$ cat config.mk
export PLATFORM = sky130hd
export DESIGN_NAME = tcc_channels
export DESIGN_NICKNAME = d
export VERILOG_FILES = /design/src/core/tcc_pkg.sv /design/src/core/tcc_pin_sync.sv /design/src/core/tcc_channels.sv
export SDC_FILE = /design/constraint.sdc
export NUM_CORES = 1
export LEC_CHECK = 0
export ABC_AREA = 1
export BUFFER_PORTS_ARGS = -buffer_cell sky130_fd_sc_hd__buf_2
export CELL_PAD_IN_SITES_DETAIL_PLACEMENT = 0
export CELL_PAD_IN_SITES_GLOBAL_PLACEMENT = 1
export CORE_MARGIN = 5
export CORE_UTILIZATION = 39
export DETAILED_ROUTE_END_ITERATION = 6
export PLACE_DENSITY = 0.81
export SETUP_SLACK_MARGIN = 0.02
export SYNTH_ARGS = -nofsm -noshare
export SYNTH_HDL_FRONTEND = slang
export SYNTH_SLANG_ARGS = --single-unit
export TNS_END_PERCENT = 5
$ cat constraint.sdc
create_clock -name pclk -period 2.1 [get_ports pclk]
set_input_delay 0.42 -clock pclk [delete_from_list [all_inputs] [get_ports pclk]]
set_output_delay 0.42 -clock pclk [all_outputs]
set_load 0.03 [all_outputs]
$ cat src/core/tcc_pkg.sv
// constants, types and register map of the timer capture/compare channels
// Contract
// - seven prescaler rates chosen by prescaler_select
// - active pin edge copies counter into value
// - capture happens whatever the event flag holds
// - captured value lands three cycles after edge
// - capture sets event flag, enabled flag requests irq
// - next capture overwrites the earlier value
// - reset leaves channel value registers untouched
// - compare match sets, clears or toggles pin
// - compare match flags event and may request irq
// - unbuffered value write replaces compare value directly
// - buffered_link_select links channels onto channel 0 pin
// - linked pair starts on channel 0 value
// - last written value takes control at overflow
// - linked: chan0 control reports, chan1 pin released
// - counter reaching modulo sets overflow flag, enabled flag requests irq
// - buffered_link_select outranks single_mode_select
package tcc_pkg;
	// register byte offsets
	localparam logic [4:0] OFS_STATUS = 5'h00;
	localparam logic [4:0] OFS_MODULO = 5'h04;
	localparam logic [4:0] OFS_COUNT = 5'h08;
	localparam logic [4:0] OFS_CH0_CTRL = 5'h0C;
	localparam logic [4:0] OFS_CH0_VALUE = 5'h10;
	localparam logic [4:0] OFS_CH1_CTRL = 5'h14;
	localparam logic [4:0] OFS_CH1_VALUE = 5'h18;
	// status register fields
	localparam int unsigned ST_PS_LSB = 0;
	localparam int unsigned ST_OVF_IE = 3;
	localparam int unsigned ST_OVF_FLAG = 4;
	localparam int unsigned ST_STOP = 5;
	// channel control fields beyond the packed control bits
	localparam int unsigned CH_FLAG = 5;
	localparam int unsigned CH_ACTIVE = 6;
	// widths and reset values
	localparam int unsigned CNT_W = 16;
	localparam int unsigned DIV_W = 6;
	localparam logic [2:0] PS_MAX = 3'h6;
	localparam logic [15:0] MODULO_RST = 16'hFFFF;
	localparam logic [2:0] PS_RST = 3'h0;
	// edge / action encodings on {hi, lo}
	localparam logic [1:0] ELS_OFF = 2'h0;
	localparam logic [1:0] ACT_TOGGLE = 2'h1;
	localparam logic [1:0] ACT_CLEAR = 2'h2;
	localparam logic [1:0] ACT_SET = 2'h3;

	// channel control bits as they sit in the register
	typedef struct packed {
		logic channel_irq_enable;
		logic buffered_link_select;
		logic single_mode_select;
		logic edge_level_select_hi;
		logic edge_level_select_lo;
	} tcc_ctrl_t;

	// pin synchroniser state
	typedef struct packed {
		logic meta;
		logic lvl;
		logic prev;
	} tcc_sync_t;

	// resettable state of the channel block
	typedef struct packed {
		logic pready;
		logic pslverr;
		logic [31:0] prdata;
		logic [2:0] prescaler_select;
		logic overflow_irq_enable;
		logic overflow_flag;
		logic stop;
		logic [15:0] modulo;
		logic [15:0] count;
		logic [5:0] div;
		tcc_ctrl_t [1:0] ctrl;
		logic [1:0] channel_event_flags;
		logic active_sel;
		logic last_written;
		logic [1:0] pin_o;
		logic [1:0] pin_oe;
		logic [1:0] irq_chan;
		logic irq_overflow;
	} tcc_state_t;

	// channel value pair, no reset
	typedef struct packed {
		logic [1:0][15:0] channel_value_pair;
	} tcc_value_t;
endpackage

$ cat src/core/tcc_pin_sync.sv
// two-stage pin synchroniser with edge detection
`timescale 1ns/1ps
module tcc_pin_sync (
	// clock and reset
	input wire logic pclk,
	input wire logic presetn,
	// raw pin level
	input wire logic pin_i,
	// edge pulses, one cycle each
	output logic rise,
	output logic fall
);
	tcc_pkg::tcc_sync_t s_q; // current state
	tcc_pkg::tcc_sync_t s_d; // next state

	// shift the pin through; only lvl and prev are looked at
	always_comb
	begin
		s_d = s_q;
		s_d.meta = pin_i;
		s_d.lvl = s_q.meta;
		s_d.prev = s_q.lvl;
	end

	// state register
	always_ff @(posedge pclk or negedge presetn)
	begin
		if (!presetn)
		begin
			s_q <= '0;
		end
		else
		begin
			s_q <= s_d;
		end
	end

	// edges from two successive synchronised samples
	assign rise = s_q.lvl & ~s_q.prev;
	assign fall = ~s_q.lvl & s_q.prev;
endmodule

$ cat src/core/tcc_channels.sv
// two-channel capture/compare timer with apb register access
`timescale 1ns/1ps
module tcc_channels (
	// clock and reset
	input wire logic pclk,
	input wire logic presetn,
	// apb slave
	input wire logic psel,
	input wire logic penable,
	input wire logic pwrite,
	input wire logic [4:0] paddr,
	input wire logic [31:0] pwdata,
	output logic [31:0] prdata,
	output logic pready,
	output logic pslverr,
	// channel pins
	input wire logic chan0_pin_i,
	output logic chan0_pin_o,
	output logic chan0_pin_oe,
	input wire logic chan1_pin_i,
	output logic chan1_pin_o,
	output logic chan1_pin_oe,
	// interrupt requests
	output logic [1:0] irq_chan,
	output logic irq_overflow
);
	tcc_pkg::tcc_state_t s_q; // resettable state
	tcc_pkg::tcc_state_t s_d; // its next value
	tcc_pkg::tcc_value_t v_q; // value registers, no reset
	tcc_pkg::tcc_value_t v_d; // their next value
	logic [1:0] rise; // rising edge seen on each pin
	logic [1:0] fall; // falling edge seen on each pin

	// synchronisers for both pins
	tcc_pin_sync u_sync0 (
		.pclk(pclk),
		.presetn(presetn),
		.pin_i(chan0_pin_i),
		.rise(rise[0]),
		.fall(fall[0])
	);
	tcc_pin_sync u_sync1 (
		.pclk(pclk),
		.presetn(presetn),
		.pin_i(chan1_pin_i),
		.rise(rise[1]),
		.fall(fall[1])
	);

	// working signals of the next-state logic
	logic acc; // first access cycle of an apb transfer
	logic wr; // write completes this edge
	logic [2:0] ps_eff; // prescaler select clipped to seven rates
	logic [5:0] mask; // low divider bits that must be all ones
	logic tick; // counter advances this cycle
	logic ovf; // counter wraps this tick
	logic [15:0] cnt_nx; // counter value after this cycle
	logic linked; // channels joined into a buffered pair
	logic [1:0] comp; // channel in compare mode
	logic [1:0] cap; // channel in capture mode
	logic [1:0] hit; // capture edge qualifies
	logic [1:0] match; // compare match this tick
	logic [1:0][15:0] cv; // compare value in force per channel
	logic [1:0] els; // edge / action bits of a channel
	logic mapped; // address hits a register

	// next-state logic for bus, prescaler, counter and channels
	always_comb
	begin
		s_d = s_q;
		v_d = v_q;
		acc = psel & penable & ~s_q.pready;
		wr = psel & penable & pwrite & s_q.pready;
		// prescaler: divide by 1,2,4..64
		ps_eff = (s_q.prescaler_select > tcc_pkg::PS_MAX) ? tcc_pkg::PS_MAX
			: s_q.prescaler_select;
		mask = 6'((7'h01 << ps_eff) - 7'h01);
		tick = ~s_q.stop & ((s_q.div & mask) == mask);
		s_d.div = s_q.div + 6'h01;
		// counter wraps after reaching modulo
		ovf = tick & (s_q.count == s_q.modulo);
		cnt_nx = s_q.count;
		if (ovf)
		begin
			cnt_nx = '0;
		end
		else if (tick)
		begin
			cnt_nx = s_q.count + 16'h0001;
		end
		s_d.count = cnt_nx;
		// mode decode; link outranks single mode on channel 0
		linked = s_q.ctrl[0].buffered_link_select;
		comp[0] = linked | s_q.ctrl[0].single_mode_select;
		comp[1] = ~linked & s_q.ctrl[1].single_mode_select;
		cap[0] = ~comp[0];
		cap[1] = ~linked & ~comp[1];
		// buffered pair uses whichever value is active
		cv[0] = (linked & s_q.active_sel) ? v_q.channel_value_pair[1]
			: v_q.channel_value_pair[0];
		cv[1] = v_q.channel_value_pair[1];
		// bus read: register mux sampled in first access cycle
		s_d.pready = acc;
		mapped = 1'b1;
		if (acc)
		begin
			s_d.prdata = '0;
			case (paddr)
				tcc_pkg::OFS_STATUS:
				begin
					s_d.prdata[tcc_pkg::ST_PS_LSB +: 3] = s_q.prescaler_select;
					s_d.prdata[tcc_pkg::ST_OVF_IE] = s_q.overflow_irq_enable;
					s_d.prdata[tcc_pkg::ST_OVF_FLAG] = s_q.overflow_flag;
					s_d.prdata[tcc_pkg::ST_STOP] = s_q.stop;
				end
				tcc_pkg::OFS_MODULO: s_d.prdata[15:0] = s_q.modulo;
				tcc_pkg::OFS_COUNT: s_d.prdata[15:0] = s_q.count;
				tcc_pkg::OFS_CH0_CTRL:
				begin
					// channel 0 control also reports the buffered pair
					s_d.prdata[4:0] = s_q.ctrl[0];
					s_d.prdata[tcc_pkg::CH_FLAG] = s_q.channel_event_flags[0];
					s_d.prdata[tcc_pkg::CH_ACTIVE] = s_q.active_sel;
				end
				tcc_pkg::OFS_CH0_VALUE: s_d.prdata[15:0] = v_q.channel_value_pair[0];
				tcc_pkg::OFS_CH1_CTRL:
				begin
					s_d.prdata[4:0] = s_q.ctrl[1];
					s_d.prdata[tcc_pkg::CH_FLAG] = s_q.channel_event_flags[1];
				end
				tcc_pkg::OFS_CH1_VALUE: s_d.prdata[15:0] = v_q.channel_value_pair[1];
				default: mapped = 1'b0;
			endcase
			s_d.pslverr = ~mapped;
		end
		else
		begin
			// refusal stands only with its single-cycle answer
			s_d.pslverr = 1'b0;
		end
		// bus write: takes effect at the completing edge
		if (wr)
		begin
			case (paddr)
				tcc_pkg::OFS_STATUS:
				begin
					s_d.prescaler_select = pwdata[tcc_pkg::ST_PS_LSB +: 3];
					s_d.overflow_irq_enable = pwdata[tcc_pkg::ST_OVF_IE];
					s_d.stop = pwdata[tcc_pkg::ST_STOP];
					// write one clears the overflow flag
					if (pwdata[tcc_pkg::ST_OVF_FLAG])
					begin
						s_d.overflow_flag = 1'b0;
					end
				end
				tcc_pkg::OFS_MODULO: s_d.modulo = pwdata[15:0];
				tcc_pkg::OFS_CH0_CTRL:
				begin
					s_d.ctrl[0] = tcc_pkg::tcc_ctrl_t'(pwdata[4:0]);
					// fresh link starts on channel 0 value
					if (pwdata[3] & ~linked)
					begin
						s_d.active_sel = 1'b0;
						s_d.last_written = 1'b0;
					end
					if (pwdata[tcc_pkg::CH_FLAG])
					begin
						s_d.channel_event_flags[0] = 1'b0;
					end
				end
				tcc_pkg::OFS_CH1_CTRL:
				begin
					// channel 1 control is unused while linked
					if (!linked)
					begin
						s_d.ctrl[1] = tcc_pkg::tcc_ctrl_t'(pwdata[4:0]);
					end
					if (pwdata[tcc_pkg::CH_FLAG])
					begin
						s_d.channel_event_flags[1] = 1'b0;
					end
				end
				tcc_pkg::OFS_CH0_VALUE:
				begin
					// direct replacement, no holding register
					v_d.channel_value_pair[0] = pwdata[15:0];
					s_d.last_written = 1'b0;
				end
				tcc_pkg::OFS_CH1_VALUE:
				begin
					v_d.channel_value_pair[1] = pwdata[15:0];
					s_d.last_written = 1'b1;
				end
				default:
				begin
					s_d.modulo = s_q.modulo;
				end
			endcase
		end
		// overflow: flag set wins over a clear in the same cycle
		if (ovf)
		begin
			s_d.overflow_flag = 1'b1;
			if (linked)
			begin
				s_d.active_sel = s_d.last_written;
			end
		end
		s_d.irq_overflow = s_d.overflow_flag & s_d.overflow_irq_enable;
		// per-channel capture and compare
		for (int ch = 0; ch < 2; ch++)
		begin
			els = {s_q.ctrl[ch].edge_level_select_hi, s_q.ctrl[ch].edge_level_select_lo};
			hit[ch] = cap[ch] & ((els[0] & rise[ch]) | (els[1] & fall[ch]));
			match[ch] = comp[ch] & tick & (cnt_nx == cv[ch]);
			// capture regardless of flag; later capture overwrites
			if (hit[ch])
			begin
				v_d.channel_value_pair[ch] = s_q.count;
			end
			// events set the flag after any software clear
			if (hit[ch] | match[ch])
			begin
				s_d.channel_event_flags[ch] = 1'b1;
			end
			// pin action on compare match
			if (match[ch])
			begin
				case (els)
					tcc_pkg::ACT_TOGGLE: s_d.pin_o[ch] = ~s_q.pin_o[ch];
					tcc_pkg::ACT_CLEAR: s_d.pin_o[ch] = 1'b0;
					tcc_pkg::ACT_SET: s_d.pin_o[ch] = 1'b1;
					default: s_d.pin_o[ch] = s_q.pin_o[ch];
				endcase
			end
			// drive the pin only in compare mode with an action chosen
			s_d.pin_oe[ch] = comp[ch] & (els != tcc_pkg::ELS_OFF);
			s_d.irq_chan[ch] = s_d.channel_event_flags[ch]
				& s_d.ctrl[ch].channel_irq_enable;
		end
		// linked pair drives channel 0 pin only
		if (linked)
		begin
			s_d.pin_oe[1] = 1'b0;
		end
	end

	// resettable state register
	always_ff @(posedge pclk or negedge presetn)
	begin
		if (!presetn)
		begin
			s_q <= '0;
			s_q.modulo <= tcc_pkg::MODULO_RST;
			s_q.prescaler_select <= tcc_pkg::PS_RST;
		end
		else
		begin
			s_q <= s_d;
		end
	end

	// value registers keep their contents through reset
	always_ff @(posedge pclk)
	begin
		v_q <= v_d;
	end

	// outputs straight from flip-flops
	assign prdata = s_q.prdata;
	assign pready = s_q.pready;
	assign pslverr = s_q.pslverr;
	assign chan0_pin_o = s_q.pin_o[0];
	assign chan0_pin_oe = s_q.pin_oe[0];
	assign chan1_pin_o = s_q.pin_o[1];
	assign chan1_pin_oe = s_q.pin_oe[1];
	assign irq_chan = s_q.irq_chan;
	assign irq_overflow = s_q.irq_overflow;
endmodule

==> impl_metrics.yaml <==
status:
  run_status: "finished, violations left"
  failed_checks: "negative setup slack"
die:
  std_cell_rows: 49
  io_pins: 85
  initial_core_utilization_pct: 39.7
  die-width_um: 146
  coreArea_um2: 18000
  chipHeight_um: 146
  die-area_um2: 21200
cts:
  cts-root-to-sink-buffers: 2
  root_buffer: "sky130_fd_sc_hd__clkbuf_16"
  clk_transition_reported_paths_ns: 0.06
  clk_latency_ns: 0.42
  cts_buffers: 17
  htreeDepth: 4
  cts.sink_count: 121
  cts_tree: "done"
yosys:
  ys_top_cells_by_area: "sky130_fd_sc_hd__dfrtp_1 25%, sky130_fd_sc_hd__nand2_1 17%, sky130_fd_sc_hd__edfxtp_1 13%, sky130_fd_sc_hd__o21ai_0 6.7%, sky130_fd_sc_hd__inv_1 6.4%"
  synthesis.area_um2: 7160
  synth-main-ff-cell: "sky130_fd_sc_hd__dfrtp_1"
  synth-seq-cells: 121
  async_flop_share_pct: 73.6
  synth-compound-area-share_pct: 12.7
  synth_adder_area_share_pct: 0.349
  synth_cell_types: 37
  synth_area_per_cell_um2: 7.29
  synth_area_leader_cell: "sky130_fd_sc_hd__dfrtp_1"
  synth_top_family_by_area: "simple AND/OR/NAND/NOR gates"
  post_synth_inst_count: 983
  synth.area.mux_share_pct: 0.157
  yosysSeqAreaShare_pct: 44.8
  ys_warn_count: 0
  synthTopCellsByCount: "325 x sky130_fd_sc_hd__nand2_1, 122 x sky130_fd_sc_hd__inv_1, 96 x sky130_fd_sc_hd__o21ai_0"
  yosys.cell_count.top_type: "sky130_fd_sc_hd__nand2_1"
  synth_top_area_share_pct: 25.5
  synth_enable_flop_cells: 32
  synth-simple-area-share_pct: 28.0
  post_synth_xor_area_fraction_pct: 1.47
grt:
  grt_max_degree: 51
  grt_overflow_total: 0
  grt_antenna_before_repair: 0
  grt_pass1_vias: 6989
  grt_first_pass_wirelength_mm: 36.8
  grt_total_usage_pct: 22.0
timing:
  max_slew_violation_count: 0
  fmaxAchievable_ghz: 0.415
  slew_headroom_pct: 65.8
  final.setup.worst_slack_ns: -0.308
  fin_worst_skew_ns: 0.00622
  timing.final.crit_period_ns: 2.41
  rsz0062_at_grt: "yes"
  setup_viol: 6
  worst_pin_slew_ns: 0.514
  final-hold-violation-count: 0
  min_period_over_period_pct: 115
critical_path:
  critical_path_source_type: "flip-flop"
  regToRegStartpoint: "s_q[63]$_DFFE_PN0P_"
  cp_data_required_time_ns: 2.41
  r2r-end: "chan1_pin_o$_DFFE_PN0P_"
  reg2regPathDepth: 16
  critical_path_cell_with_the_highest_stage_delay: "sky130_fd_sc_hd__dfrtp_1"
  cp-end-kind: "flip-flop"
  slack_of_the_worst_reg_to_reg_path_ns: -0.31
  cp_cell_sequence: "nor2_2 -> nor2_1 -> nor2_1 -> nand2_1 -> nor2_4 -> buf_12 -> nand3_4 -> buf_6 -> buf_12 -> nand2_2 -> xor2_1 -> nand2_2 -> nor2_4 -> nand4_1 -> nand2_1 -> nand2_1"
  setup.worst_path.class: "flip-flop to flip-flop"
  worst_ep_arrival_time_ns: 2.72
  worst_path_most_repeated_cell: "sky130_fd_sc_hd__nand2_1"
  path_max_fanout: 11
  longest_individual_stage_delay_on_the_worst_path_ns: 0.42
detailed_routing:
  met2_length_mm: 11.3
  detail-route-antenna-nets: 0
  route.detailed.vias_per_inst: 5.03
  drt_first_iter_violations: 537
  routedLengthMet1_mm: 10.0
  num_vias: 7010
  postRouteWirelength_mm: 23.5
  drc: 0
  dr_wl_met3_mm: 1.22
  drt_pass1_iterations: 5
  avgRoutedWirePerCell_um: 16.9
  top_signal_layer_used: "met4"
run:
  max_cap_violations: 0
worst_hold_path:
  hold_class: "input port to flip-flop"
  min_path_cells: 1
  hold_path_startpoint: "chan0_pin_i"
  hold_end: "u_sync0.s_d[1]$_DFF_PN0_"
layout:
  fin_cells: 1393
  final_core_utilization_pct: 52.8
  antennaDiodeCount: 0
  fraction_of_layout_cells_with_a_size_suffix_above_1_pct: 27.2
  syn2layout_area_growth_pct: 32.9
  nNetsFinal: 1197
  final_area_um2: 9520
placed_design:
  port-buffer-count: 52
  dpl_worst_slack_ns: -0.266
  gpl.final_weighted_congestion: 0.957
  dpl_cell_area_um2: 8480
  place_hpwl_mm: 17.1
  place_inst: 1346
power:
  pwr_density_cell_nw_per_um2: 813
  max-vdd-ir-drop_v: 0.000850
  post_layout_total_power_mw: 7.74
  power.static_leakage_nw: 4.88
-- area by class of cell --
type / count / area [um2]
Sequential cell: 121 / 3210
Clock inverter: 11 / 104
Timing Repair Buffer: 197 / 1620
Clock buffer: 21 / 503
Inverter: 132 / 495
Fill cell: 1748 / 8500
Multi-Input combinational cell: 682 / 3310
Tap cell: 229 / 287
-- registers in the layout, indices dropped and copies added, names as in the netlist --
| signal | count |
|---|---|
| pslverr | 1 |
| irq_chan | 2 |
| chan0_pin_oe | 1 |
| u_sync1.s_d | 2 |
| prdata | 16 |
| cv | 16 |
| s_q | 55 |
| u_sync0.s_d | 2 |
| chan1_pin_o | 1 |
| u_sync0.s_q | 1 |
| chan1_pin_oe | 1 |
| v_q | 16 |
| linked | 1 |
| els | 2 |
| chan0_pin_o | 1 |
| irq_overflow | 1 |
| u_sync1.s_q | 1 |
| pready | 1 |
-- timing repair --
item | CTS | global route
gates cloned | 3 | 4
pin swaps | 19 | 24
resized for setup | 37 | 25
buffers inserted | 3 | 4
endpoints found under the hold margin | 2 | 0
hold buffers | 1 | 0
endpoints found under the setup margin | 6 | 6
-- per-layer routing --
layer | up-vias | GRT usage, %
li1 | 3451 | -
met1 | 3286 | 27.3
met2 | 220 | 36.9
met3 | 53 | 3.99
met4 | 0 | 10.7
met5 | - | 0
-- worst max path at each step --
| stage | startpoint | end | slack (ns) | depth (start not counted) |
|---|---|---|---|---|
| after floorplan | paddr[1] | cv[16]$_DFFE_PP_ | 0.04 | 8 |
| after global placement | s_q[28]$_DFF_PN0_ | irq_chan[1]$_DFF_PN0_ | -0.25 | 15 |
| after detailed placement | s_q[29]$_DFF_PN0_ | irq_chan[1]$_DFF_PN0_ | -0.27 | 14 |
| after CTS | s_q[53]$_DFFE_PN1P_ | chan1_pin_o$_DFFE_PN0P_ | -0.19 | 16 |
| after global routing | s_q[63]$_DFFE_PN0P_ | irq_chan[0]$_DFF_PN0_ | -0.48 | 16 |
| final | s_q[63]$_DFFE_PN0P_ | chan1_pin_o$_DFFE_PN0P_ | -0.31 | 16 |
-- cell usage in the layout, fill, tap and decap left out, types with 3 or more instances in the layout --
cell type,synthesis,layout
sky130_fd_sc_hd__clkinv_2,0,3
sky130_fd_sc_hd__dfrtp_1,73,71
sky130_fd_sc_hd__clkinv_4,0,3
sky130_fd_sc_hd__nand3_1,46,37
sky130_fd_sc_hd__edfxtp_1,32,32
sky130_fd_sc_hd__clkbuf_16,0,22
sky130_fd_sc_hd__dfstp_2,16,16
sky130_fd_sc_hd__buf_2,5,51
sky130_fd_sc_hd__nand3b_1,8,8
sky130_fd_sc_hd__a21o_1,4,4
sky130_fd_sc_hd__buf_4,35,125
sky130_fd_sc_hd__a221oi_1,12,12
sky130_fd_sc_hd__nor2_4,1,5
sky130_fd_sc_hd__inv_6,0,3
sky130_fd_sc_hd__conb_1,1,16
sky130_fd_sc_hd__inv_2,9,9
sky130_fd_sc_hd__inv_1,122,122
sky130_fd_sc_hd__nand3_2,0,7
sky130_fd_sc_hd__nor3_1,6,6
sky130_fd_sc_hd__nand2_1,325,302
sky130_fd_sc_hd__o21ai_0,96,94
sky130_fd_sc_hd__buf_6,4,3
sky130_fd_sc_hd__o221ai_1,4,4
sky130_fd_sc_hd__buf_12,0,11
sky130_fd_sc_hd__nand2_2,2,25
sky130_fd_sc_hd__nor2_1,79,66
sky130_fd_sc_hd__a21oi_2,0,3
sky130_fd_sc_hd__o22ai_1,15,15
sky130_fd_sc_hd__nor2_2,6,15
sky130_fd_sc_hd__buf_16,0,3
sky130_fd_sc_hd__nand4_1,13,13
sky130_fd_sc_hd__xor2_1,12,12
sky130_fd_sc_hd__a21oi_1,24,21
-- cells by family after synthesis --
group	count (synthesis)
other	1
AOI/OAI and AO/OA	161
xor gates and xnor gates	12
and+or+nand+nor	490
muxes	1
adders and majority gates	2
buffers and inverters	195
DFF	121
-- power by group --
part	total [mW]	switching, mW	leakage (nW)	internal, mW
Sequential	2.70	0.147	1.37	2.55
Clock	2.99	1.15	0.305	1.84
Combinational	2.06	1.16	3.20	0.891
-- critical path: cells and delay by family (launching register included) --
family	cells	cell delay, ns
and+or+nand+nor	12	1.23
buffers and inverters	3	0.45
DFF	1	0.42
xor gates and xnor gates	1	0.19
-- per-stage QoR --
| stage | hold WS (ns) | TNS (ns) |
|---|---|---|
| after floorplan | 0.124 | 0 |
| after global placement | 0.234 | -1.05 |
| after detailed placement | 0.234 | -1.24 |
| after CTS | 0.0893 | -0.918 |
| after global routing | 0.0953 | -2.55 |
| final | 0.101 | -1.63 |
No activity file was read; power rests on OpenSTA's default activity.
